`config.mk`:
```
export PLATFORM = sky130hd
export DESIGN_NAME = keypad_wake_unit
export DESIGN_NICKNAME = d
export VERILOG_FILES = /design/src/design/keypad_wake_pkg.sv /design/src/design/keypad_links_if.sv /design/src/design/keypad_wake_unit.sv /design/src/design/detect_bank.sv /design/src/design/apb_access.sv
export SDC_FILE = /design/constraint.sdc
export NUM_CORES = 1
export LEC_CHECK = 0
export BUFFER_PORTS_ARGS = -buffer_cell sky130_fd_sc_hd__buf_4
export CAP_MARGIN = 20
export CELL_PAD_IN_SITES_DETAIL_PLACEMENT = 0
export CELL_PAD_IN_SITES_GLOBAL_PLACEMENT = 1
export CORE_MARGIN = 3
export CORE_UTILIZATION = 36
export DETAILED_ROUTE_END_ITERATION = 7
export GPL_TIMING_DRIVEN = 0
export HOLD_SLACK_MARGIN = 0.1
export PLACE_DENSITY = 0.85
export SYNTH_ARGS = -nofsm -noshare
export SYNTH_HDL_FRONTEND = slang
export SYNTH_SLANG_ARGS = --single-unit
```
`constraint.sdc`:
```
create_clock -name pclk -period 2.69 [get_ports pclk]
set_input_delay 0.269 -clock pclk [delete_from_list [all_inputs] [get_ports pclk]]
set_output_delay 0.269 -clock pclk [all_outputs]
set_load 0.01 [all_outputs]
```
`src/design/keypad_wake_pkg.sv`:
```
// Constants, register map and field layout of the keypad wake unit.
`default_nettype none

package keypad_wake_pkg;

  localparam int unsigned PIN_COUNT = 8;
  localparam int unsigned ADDR_W    = 12;
  localparam int unsigned DATA_W    = 32;
  localparam int unsigned REG_W     = 8;

  // Byte addresses of the registers on the APB bus.
  localparam logic [11:0] STATUS_CONTROL_OFFS = 12'h000;
  localparam logic [11:0] ENABLE_MASK_OFFS    = 12'h004;
  localparam logic [11:0] POLARITY_SEL_OFFS   = 12'h008;
  localparam logic [11:0] CLOCK_GATE_OFFS     = 12'h00C;

  // Field positions inside event_status_control.
  localparam int unsigned EVENT_FLAG_BIT  = 3;
  localparam int unsigned EVENT_ACK_BIT   = 2;
  localparam int unsigned IRQ_ENABLE_BIT  = 1;
  localparam int unsigned DETECT_MODE_BIT = 0;

  // Field position inside the clock gate register.
  localparam int unsigned CLOCK_GATE_BIT = 0;

  // Reset values.
  localparam logic       DETECT_MODE_RST  = 1'b0;
  localparam logic       IRQ_ENABLE_RST   = 1'b0;
  localparam logic       EVENT_FLAG_RST   = 1'b0;
  localparam logic [7:0] ENABLE_MASK_RST  = 8'h00;
  localparam logic [7:0] POLARITY_RST     = 8'h00;
  localparam logic       CLOCK_GATE_RST   = 1'b1;
  localparam logic [7:0] READ_ZERO        = 8'h00;

  // Input pins shared with display segments.
  localparam int unsigned SHARED_PIN_LO = 4;
  localparam int unsigned SHARED_PIN_HI = 5;

endpackage

`default_nettype wire

```
`src/design/keypad_links_if.sv`:
```
// Interfaces that join the keypad wake unit to its detector and bus port.
`default_nettype none

interface detect_if;
  logic [7:0] pin_level;
  logic [7:0] enable;
  logic [7:0] polarity;
  logic       step;
  logic       flush;
  logic [7:0] asserted;
  logic [7:0] edge_seen;

  modport ctrl (
    output pin_level,
    output enable,
    output polarity,
    output step,
    output flush,
    input  asserted,
    input  edge_seen
  );

  modport bank (
    input  pin_level,
    input  enable,
    input  polarity,
    input  step,
    input  flush,
    output asserted,
    output edge_seen
  );
endinterface

interface reg_if;
  logic        wr_en;
  logic [11:0] addr;
  logic [7:0]  wdata;
  logic [7:0]  rd_data;

  modport port (
    output wr_en,
    output addr,
    output wdata,
    input  rd_data
  );

  modport regs (
    input  wr_en,
    input  addr,
    input  wdata,
    output rd_data
  );
endinterface

`default_nettype wire

```
`src/design/keypad_wake_unit.sv`:
```
// Top of the keypad wake unit: registers, event flag and wake requests.
`default_nettype none

module keypad_wake_unit
  import keypad_wake_pkg::*;
(
  input  wire logic        pclk,
  input  wire logic        presetn,
  input  wire logic        psel,
  input  wire logic        penable,
  input  wire logic        pwrite,
  input  wire logic [11:0] paddr,
  input  wire logic [31:0] pwdata,
  output logic      [31:0] prdata,
  output logic             pready,
  output logic             pslverr,
  input  wire logic [7:0]  first_gpio_port,
  input  wire logic [1:0]  display_seg_active,
  input  wire logic        shallow_stop_mode,
  input  wire logic        deep_stop_mode,
  output logic             irq_req,
  output logic             wake_req,
  output logic      [7:0]  pull_down_sel
);

  typedef struct packed {
    logic       detect_mode;
    logic       irq_enable;
    logic       event_flag;
    logic [7:0] enable_mask;
    logic [7:0] polarity;
    logic       clock_gate;
  } unit_state_s;

  localparam unit_state_s UNIT_RST = '{
    detect_mode: DETECT_MODE_RST,
    irq_enable:  IRQ_ENABLE_RST,
    event_flag:  EVENT_FLAG_RST,
    enable_mask: ENABLE_MASK_RST,
    polarity:    POLARITY_RST,
    clock_gate:  CLOCK_GATE_RST
  };

  unit_state_s state_ff;
  unit_state_s nxt_state;
  logic [7:0]  display_block;
  logic [7:0]  live_enable;
  logic        status_write;
  logic        ack_write;
  logic        any_edge;
  logic        any_level;
  logic        set_flag;
  logic        clear_flag;

  detect_if det ();
  reg_if    rg ();

  apb_access u_apb_access (
    .pclk    (pclk),
    .presetn (presetn),
    .psel    (psel),
    .penable (penable),
    .pwrite  (pwrite),
    .paddr   (paddr),
    .pwdata  (pwdata),
    .prdata  (prdata),
    .pready  (pready),
    .pslverr (pslverr),
    .rg      (rg.port)
  );

  detect_bank u_detect_bank (
    .pclk    (pclk),
    .presetn (presetn),
    .det     (det.bank)
  );

  // The shared inputs would see segment drive as keypresses, so they are
  // masked for as long as the display owns them.
  always_comb
  begin
    display_block                = 8'h00;
    display_block[SHARED_PIN_LO] = display_seg_active[0];
    display_block[SHARED_PIN_HI] = display_seg_active[1];
  end

  assign live_enable   = state_ff.enable_mask & ~display_block;
  assign det.pin_level = first_gpio_port;
  assign det.enable    = live_enable;
  assign det.polarity  = state_ff.polarity;
  assign det.step      = state_ff.clock_gate;
  assign det.flush     = deep_stop_mode;

  assign any_edge     = |det.edge_seen;
  assign any_level    = |det.asserted;
  assign status_write = rg.wr_en && rg.addr == STATUS_CONTROL_OFFS &&
                        state_ff.clock_gate;
  assign ack_write    = status_write && rg.wdata[EVENT_ACK_BIT];

  // Level mode also raises the flag from any held asserted input.
  assign set_flag   = state_ff.clock_gate &&
                      (any_edge ||
                       (state_ff.detect_mode && any_level));
  // In level mode the acknowledge only clears once all inputs are released.
  assign clear_flag = ack_write &&
                      (!state_ff.detect_mode || !any_level);

  always_comb
  begin
    nxt_state = state_ff;
    if (deep_stop_mode)
    begin
      nxt_state = UNIT_RST;
    end
    else
    begin
      if (rg.wr_en && rg.addr == CLOCK_GATE_OFFS)
      begin
        nxt_state.clock_gate = rg.wdata[CLOCK_GATE_BIT];
      end
      if (status_write)
      begin
        nxt_state.detect_mode = rg.wdata[DETECT_MODE_BIT];
        nxt_state.irq_enable  = rg.wdata[IRQ_ENABLE_BIT];
      end
      if (rg.wr_en && rg.addr == ENABLE_MASK_OFFS && state_ff.clock_gate)
      begin
        nxt_state.enable_mask = rg.wdata;
      end
      if (rg.wr_en && rg.addr == POLARITY_SEL_OFFS && state_ff.clock_gate)
      begin
        nxt_state.polarity = rg.wdata;
      end
      // A new event in the acknowledge cycle is kept: set beats clear.
      if (set_flag)
      begin
        nxt_state.event_flag = 1'b1;
      end
      else if (clear_flag)
      begin
        nxt_state.event_flag = 1'b0;
      end
    end
  end

  // The flag bit is never taken from write data, and the acknowledge bit always reads as zero.
  always_comb
  begin
    rg.rd_data = READ_ZERO;
    unique case (rg.addr)
      STATUS_CONTROL_OFFS:
      begin
        rg.rd_data[EVENT_FLAG_BIT]  = state_ff.event_flag;
        rg.rd_data[EVENT_ACK_BIT]   = 1'b0;
        rg.rd_data[IRQ_ENABLE_BIT]  = state_ff.irq_enable;
        rg.rd_data[DETECT_MODE_BIT] = state_ff.detect_mode;
      end
      ENABLE_MASK_OFFS:
      begin
        rg.rd_data = state_ff.enable_mask;
      end
      POLARITY_SEL_OFFS:
      begin
        rg.rd_data = state_ff.polarity;
      end
      CLOCK_GATE_OFFS:
      begin
        rg.rd_data[CLOCK_GATE_BIT] = state_ff.clock_gate;
      end
      default:
      begin
        rg.rd_data = READ_ZERO;
      end
    endcase
  end

  always_ff @(posedge pclk or negedge presetn)
  begin
    if (!presetn)
    begin
      state_ff <= UNIT_RST;
    end
    else
    begin
      state_ff <= nxt_state;
    end
  end

  // There is no debug-halt input: halting the core leaves this unit
  // running exactly as in run mode.
  assign irq_req = state_ff.irq_enable & state_ff.event_flag;

  // In shallow stop the clock is gone, so an asserted enabled level is
  // passed on without a flip-flop; the flag catches up once it returns.
  assign wake_req = state_ff.irq_enable &
                    (state_ff.event_flag |
                     (shallow_stop_mode & any_level));

  // Pull-down when polarity is high, pull-up otherwise.
  assign pull_down_sel = state_ff.polarity;
endmodule

`default_nettype wire

```
`src/design/detect_bank.sv`:
```
// Per-pin polarity, arming and edge detection for the eight wake inputs.
`default_nettype none

module detect_bank
  import keypad_wake_pkg::*;
(
  input  wire logic pclk,
  input  wire logic presetn,
  detect_if.bank    det
);

  typedef struct packed {
    logic [PIN_COUNT-1:0] armed;
  } bank_state_s;

  bank_state_s          state_ff;
  bank_state_s          nxt_state;
  logic [PIN_COUNT-1:0] active_level;

  // Polarity 1 takes a high level as asserted, polarity 0 a low level.
  assign active_level  = ~(det.pin_level ^ det.polarity);
  assign det.asserted  = active_level & det.enable;
  // A pin is armed only after a deasserted sample while enabled.
  assign det.edge_seen = det.enable & state_ff.armed & active_level;

  always_comb
  begin
    nxt_state = state_ff;
    if (det.flush)
    begin
      nxt_state.armed = '0;
    end
    else if (det.step)
    begin
      nxt_state.armed = det.enable & ~active_level;
    end
  end

  always_ff @(posedge pclk or negedge presetn)
  begin
    if (!presetn)
    begin
      state_ff <= '0;
    end
    else
    begin
      state_ff <= nxt_state;
    end
  end
endmodule

`default_nettype wire

```
`src/design/apb_access.sv`:
```
// APB slave port of the keypad wake unit with registered read data.
`default_nettype none

module apb_access
  import keypad_wake_pkg::*;
(
  input  wire logic        pclk,
  input  wire logic        presetn,
  input  wire logic        psel,
  input  wire logic        penable,
  input  wire logic        pwrite,
  input  wire logic [11:0] paddr,
  input  wire logic [31:0] pwdata,
  output logic      [31:0] prdata,
  output logic             pready,
  output logic             pslverr,
  reg_if.port              rg
);

  typedef struct packed {
    logic [DATA_W-1:0] rdata;
  } port_state_s;

  port_state_s state_ff;
  port_state_s nxt_state;
  logic        mapped;

  assign mapped = (paddr == STATUS_CONTROL_OFFS) ||
                  (paddr == ENABLE_MASK_OFFS) ||
                  (paddr == POLARITY_SEL_OFFS) ||
                  (paddr == CLOCK_GATE_OFFS);

  // Every access completes in its first access cycle.
  assign pready   = 1'b1;
  assign pslverr  = psel & penable & ~mapped;
  assign rg.wr_en = psel & penable & pwrite & mapped;
  assign rg.addr  = paddr;
  assign rg.wdata = pwdata[REG_W-1:0];
  assign prdata   = state_ff.rdata;

  // Read data is caught in the setup cycle so that it leaves a flip-flop.
  always_comb
  begin
    nxt_state = state_ff;
    if (psel && !penable && !pwrite)
    begin
      nxt_state.rdata = mapped ? {24'h00_0000, rg.rd_data} : 32'h0000_0000;
    end
  end

  always_ff @(posedge pclk or negedge presetn)
  begin
    if (!presetn)
    begin
      state_ff <= '0;
    end
    else
    begin
      state_ff <= nxt_state;
    end
  end
endmodule

`default_nettype wire

```
==> flow_summary.yaml <==
critical_path:
  critPathMaxFanout: 4
  arrival_ns: 2.21
  required_ns: 2.42
  timing.rr.start: "pull_down_sel[1]"
  cp-start-kind: "flop"
  path_class: "reg2out"
  r2r_end: "state_ff[17]"
  worst_r2r_path_depth: 6
  critPathCaptureType: "output pin"
  r2r_setup_slack_ns: 0.62
grt:
  grt_pass1_vias: 1793
  grt_use_met1_pct: 18.7
  busiest_layer: "met2"
  grt_pass1_wl_um: 8630
  gr-usage-met3_pct: 4.34
  grt_overflow_total: 0
  grt_use_total_pct: 15.4
  antenna_found_initial: 0
  use_met2_pct: 27.0
  grt_max_degree: 37
cts:
  cts_htree_levels: 2
  clk_root_buffer_cell: "clkbuf_8"
  cts.reportedPaths.clkPinSlew_ns: 0.07
  tritoncts: "built"
  cts_buffer_depth: 2
  cts.sinks: 36
  cts_buffers: 5
  cts_resized: 0
  clock_latency_ns: 0.28
power_and_ir_drop:
  p_leak_uw: 0.00147
  powerDensity_nw_per_um2: 380
  peakVddDrop_v: 0.000175
timing:
  slew_headroom_pct: 63.8
  fin_skew_ns: 0.00162
  rsz0062_at_grt: "false"
  fin_crit_sh_pct: 92.2
  fin_crit_ns: 2.48
  hold_ws_ns: 0.209
  drv_slew: 0
  fin_setup_tns_ns: 0
  worstMarginPinSlew_ns: 0.542
  finalHoldViolations: 0
  setup_viol: 0
  timing.fmax_ghz: 0.403
routing:
  routedWlPerCell_um: 13.8
  ant_nets: 0
  dr.pass1.iters: 4
  drt_wl_total_um: 5260
  vias_per_cell: 4.66
  vias: 1782
  drt_iter0_drc: 121
  route.detailed.drc: 0
logic_synthesis:
  yosys.area.top_type: "dfrtp_1"
  synth_area_per_cell_um2: 9.62
  synth-seq-area-share_pct: 41.7
  synth_top_cells_by_area: "dfrtp_1 40%, buf_4 12%, mux2i_1 9.2%"
  yosys_warnings: 0
  synth.top_cell.area_share_pct: 40.5
  syn_area_um2: 2160
  synth_seq_cells: 36
  ys_types: 43
  postSynthCellCount: 225
place:
  numPortBuffers: 53
  place_hpwl_um: 3950
  routabilityCongestion: 0.851
die:
  dieArea_um2: 6980
  core_area_um2: 5680
  dieHeight_um: 83.5
  ios: 105
  num_rows: 27
  start_util_pct: 38.1
  die_w_um: 83.5
min_path:
  min_to: "u_detect_bank.state_ff[6]"
  holdCritStartpoint: "deep_stop_mode"
  holdPathStages: 2
  min_path_type: "in2reg"
layout:
  multi_input_area_um2: 1040
  diodes: 0
  layout_common_cells: "88 x buf_4, 35 x dfrtp_1, 30 x nor2_1"
  drive_gt1_share_pct: 35.2
  mostFrequentLayoutCell: "buf_4"
  layout-area-overhead-vs-synth_pct: 31.2
  fillers: 594
  fin_nets: 370
  seqCellArea_um2: 902
  fin_util_pct: 50.0
run_status:
  outcome: "finished clean"
run:
  max_cap_violations: 0
per-layer routing:
| metal | routed length (µm) | vias to the layer above |
|---|---|---|
| li1 | - | 886 |
| met1 | 2230 | 822 |
| met2 | 2580 | 72 |
| met5 | 0 | - |
| met4 | 17 | 0 |
| met3 | 423 | 2 |
sequential cells by signal, summed over array words and instances, names as in the netlist:
| register | cells |
|---|---|
| u_detect_bank.state_ff | 8 |
| pull_down_sel | 8 |
| det.step | 1 |
| u_apb_access.prdata | 8 |
| state_ff | 11 |
critical path, stage by stage (launching register included):
cell and delay, ns:
dfrtp_1 0.41, xor2_1 0.27, o2bb2a_1 0.20, o211ai_1 0.11
or4_1 0.56, a21oi_1 0.17, nor2b_1 0.06, buf_4 0.14
cell families (layout without fill, tap and decap cells):
family | after synthesis | after routing | synth area share (%)
AO/OA/AOI/OAI | 34 | 34 | 10.9
buffers and inverters | 45 | 107 | 14.3
flip-flops | 36 | 36 | 41.7
multiplexers | 21 | 21 | 10.3
AND/OR/NAND/NOR | 79 | 79 | 19.2
XOR/XNOR | 8 | 8 | 3.24
other | 2 | 25 | 0.347
per-stage QoR:
stage	instances	setup slack, ns	power (µW)	instance area, µm²
after floorplan	248	0.854	625	2250
after global placement	373	0.525	691	2740
after detailed placement	373	0.516	692	2740
after CTS	382	0.182	1090	2840
after global routing	382	0.0396	1130	2840
final	382	0.209	1080	2840
worst max-delay path by stage:
stage                           from        to  slack [ns]
finish              pull_down_sel[1]  wake_req        0.21
global route        pull_down_sel[1]  wake_req        0.04
CTS                 pull_down_sel[1]  wake_req        0.18
detailed placement  pull_down_sel[1]  wake_req        0.52
global placement    pull_down_sel[1]  wake_req        0.53
floorplan           pull_down_sel[3]  wake_req        0.85
area by class of cell:
class	instances	share of cell area, %
Buffer	41	10.4
Timing Repair Buffer	54	14.4
Multi-Input combinational cell	167	36.6
Sequential cell	36	31.8
Clock buffer	8	3.17
Inverter	4	0.529
Tap cell	72	3.17
synthesized netlist by cell type, drive strengths merged:
cell type  count
mux4           1
o31ai          7
nor4           2
dfstp          1
nand4b         1
a32o           1
nor3           1
nor3b          2
nand4          3
dfrtp         35
nor2b          4
mux2i         20
a311oi         1
nand3b         1
nand3          4
xnor2          5
a22oi          5
or4            1
inv            3
and3           1
xor2           3
o2bb2a         1
o22ai          1
o41ai          1
clkbuf         6
conb           2
a22o           1
clkinv         1
o21ai          1
nor2          30
o211ai         2
and2b          1
nand2         23
or3b           1
a21oi         11
and2           4
buf           35
a32oi          2
where the power goes:
group          total, µW  internal (µW)  switching, µW
Clock                396            209            187
Sequential           541            541         0.0142
Combinational        142           71.0           71.1
repair_timing:
| action | 4_1_cts | 5_1_grt |
|---|---|---|
| hold buffers | 1 | 0 |
| endpoints found under the hold margin | 35 | 0 |
| setup buffers | 0 | 0 |
No activity file was read; power rests on OpenSTA's default activity.
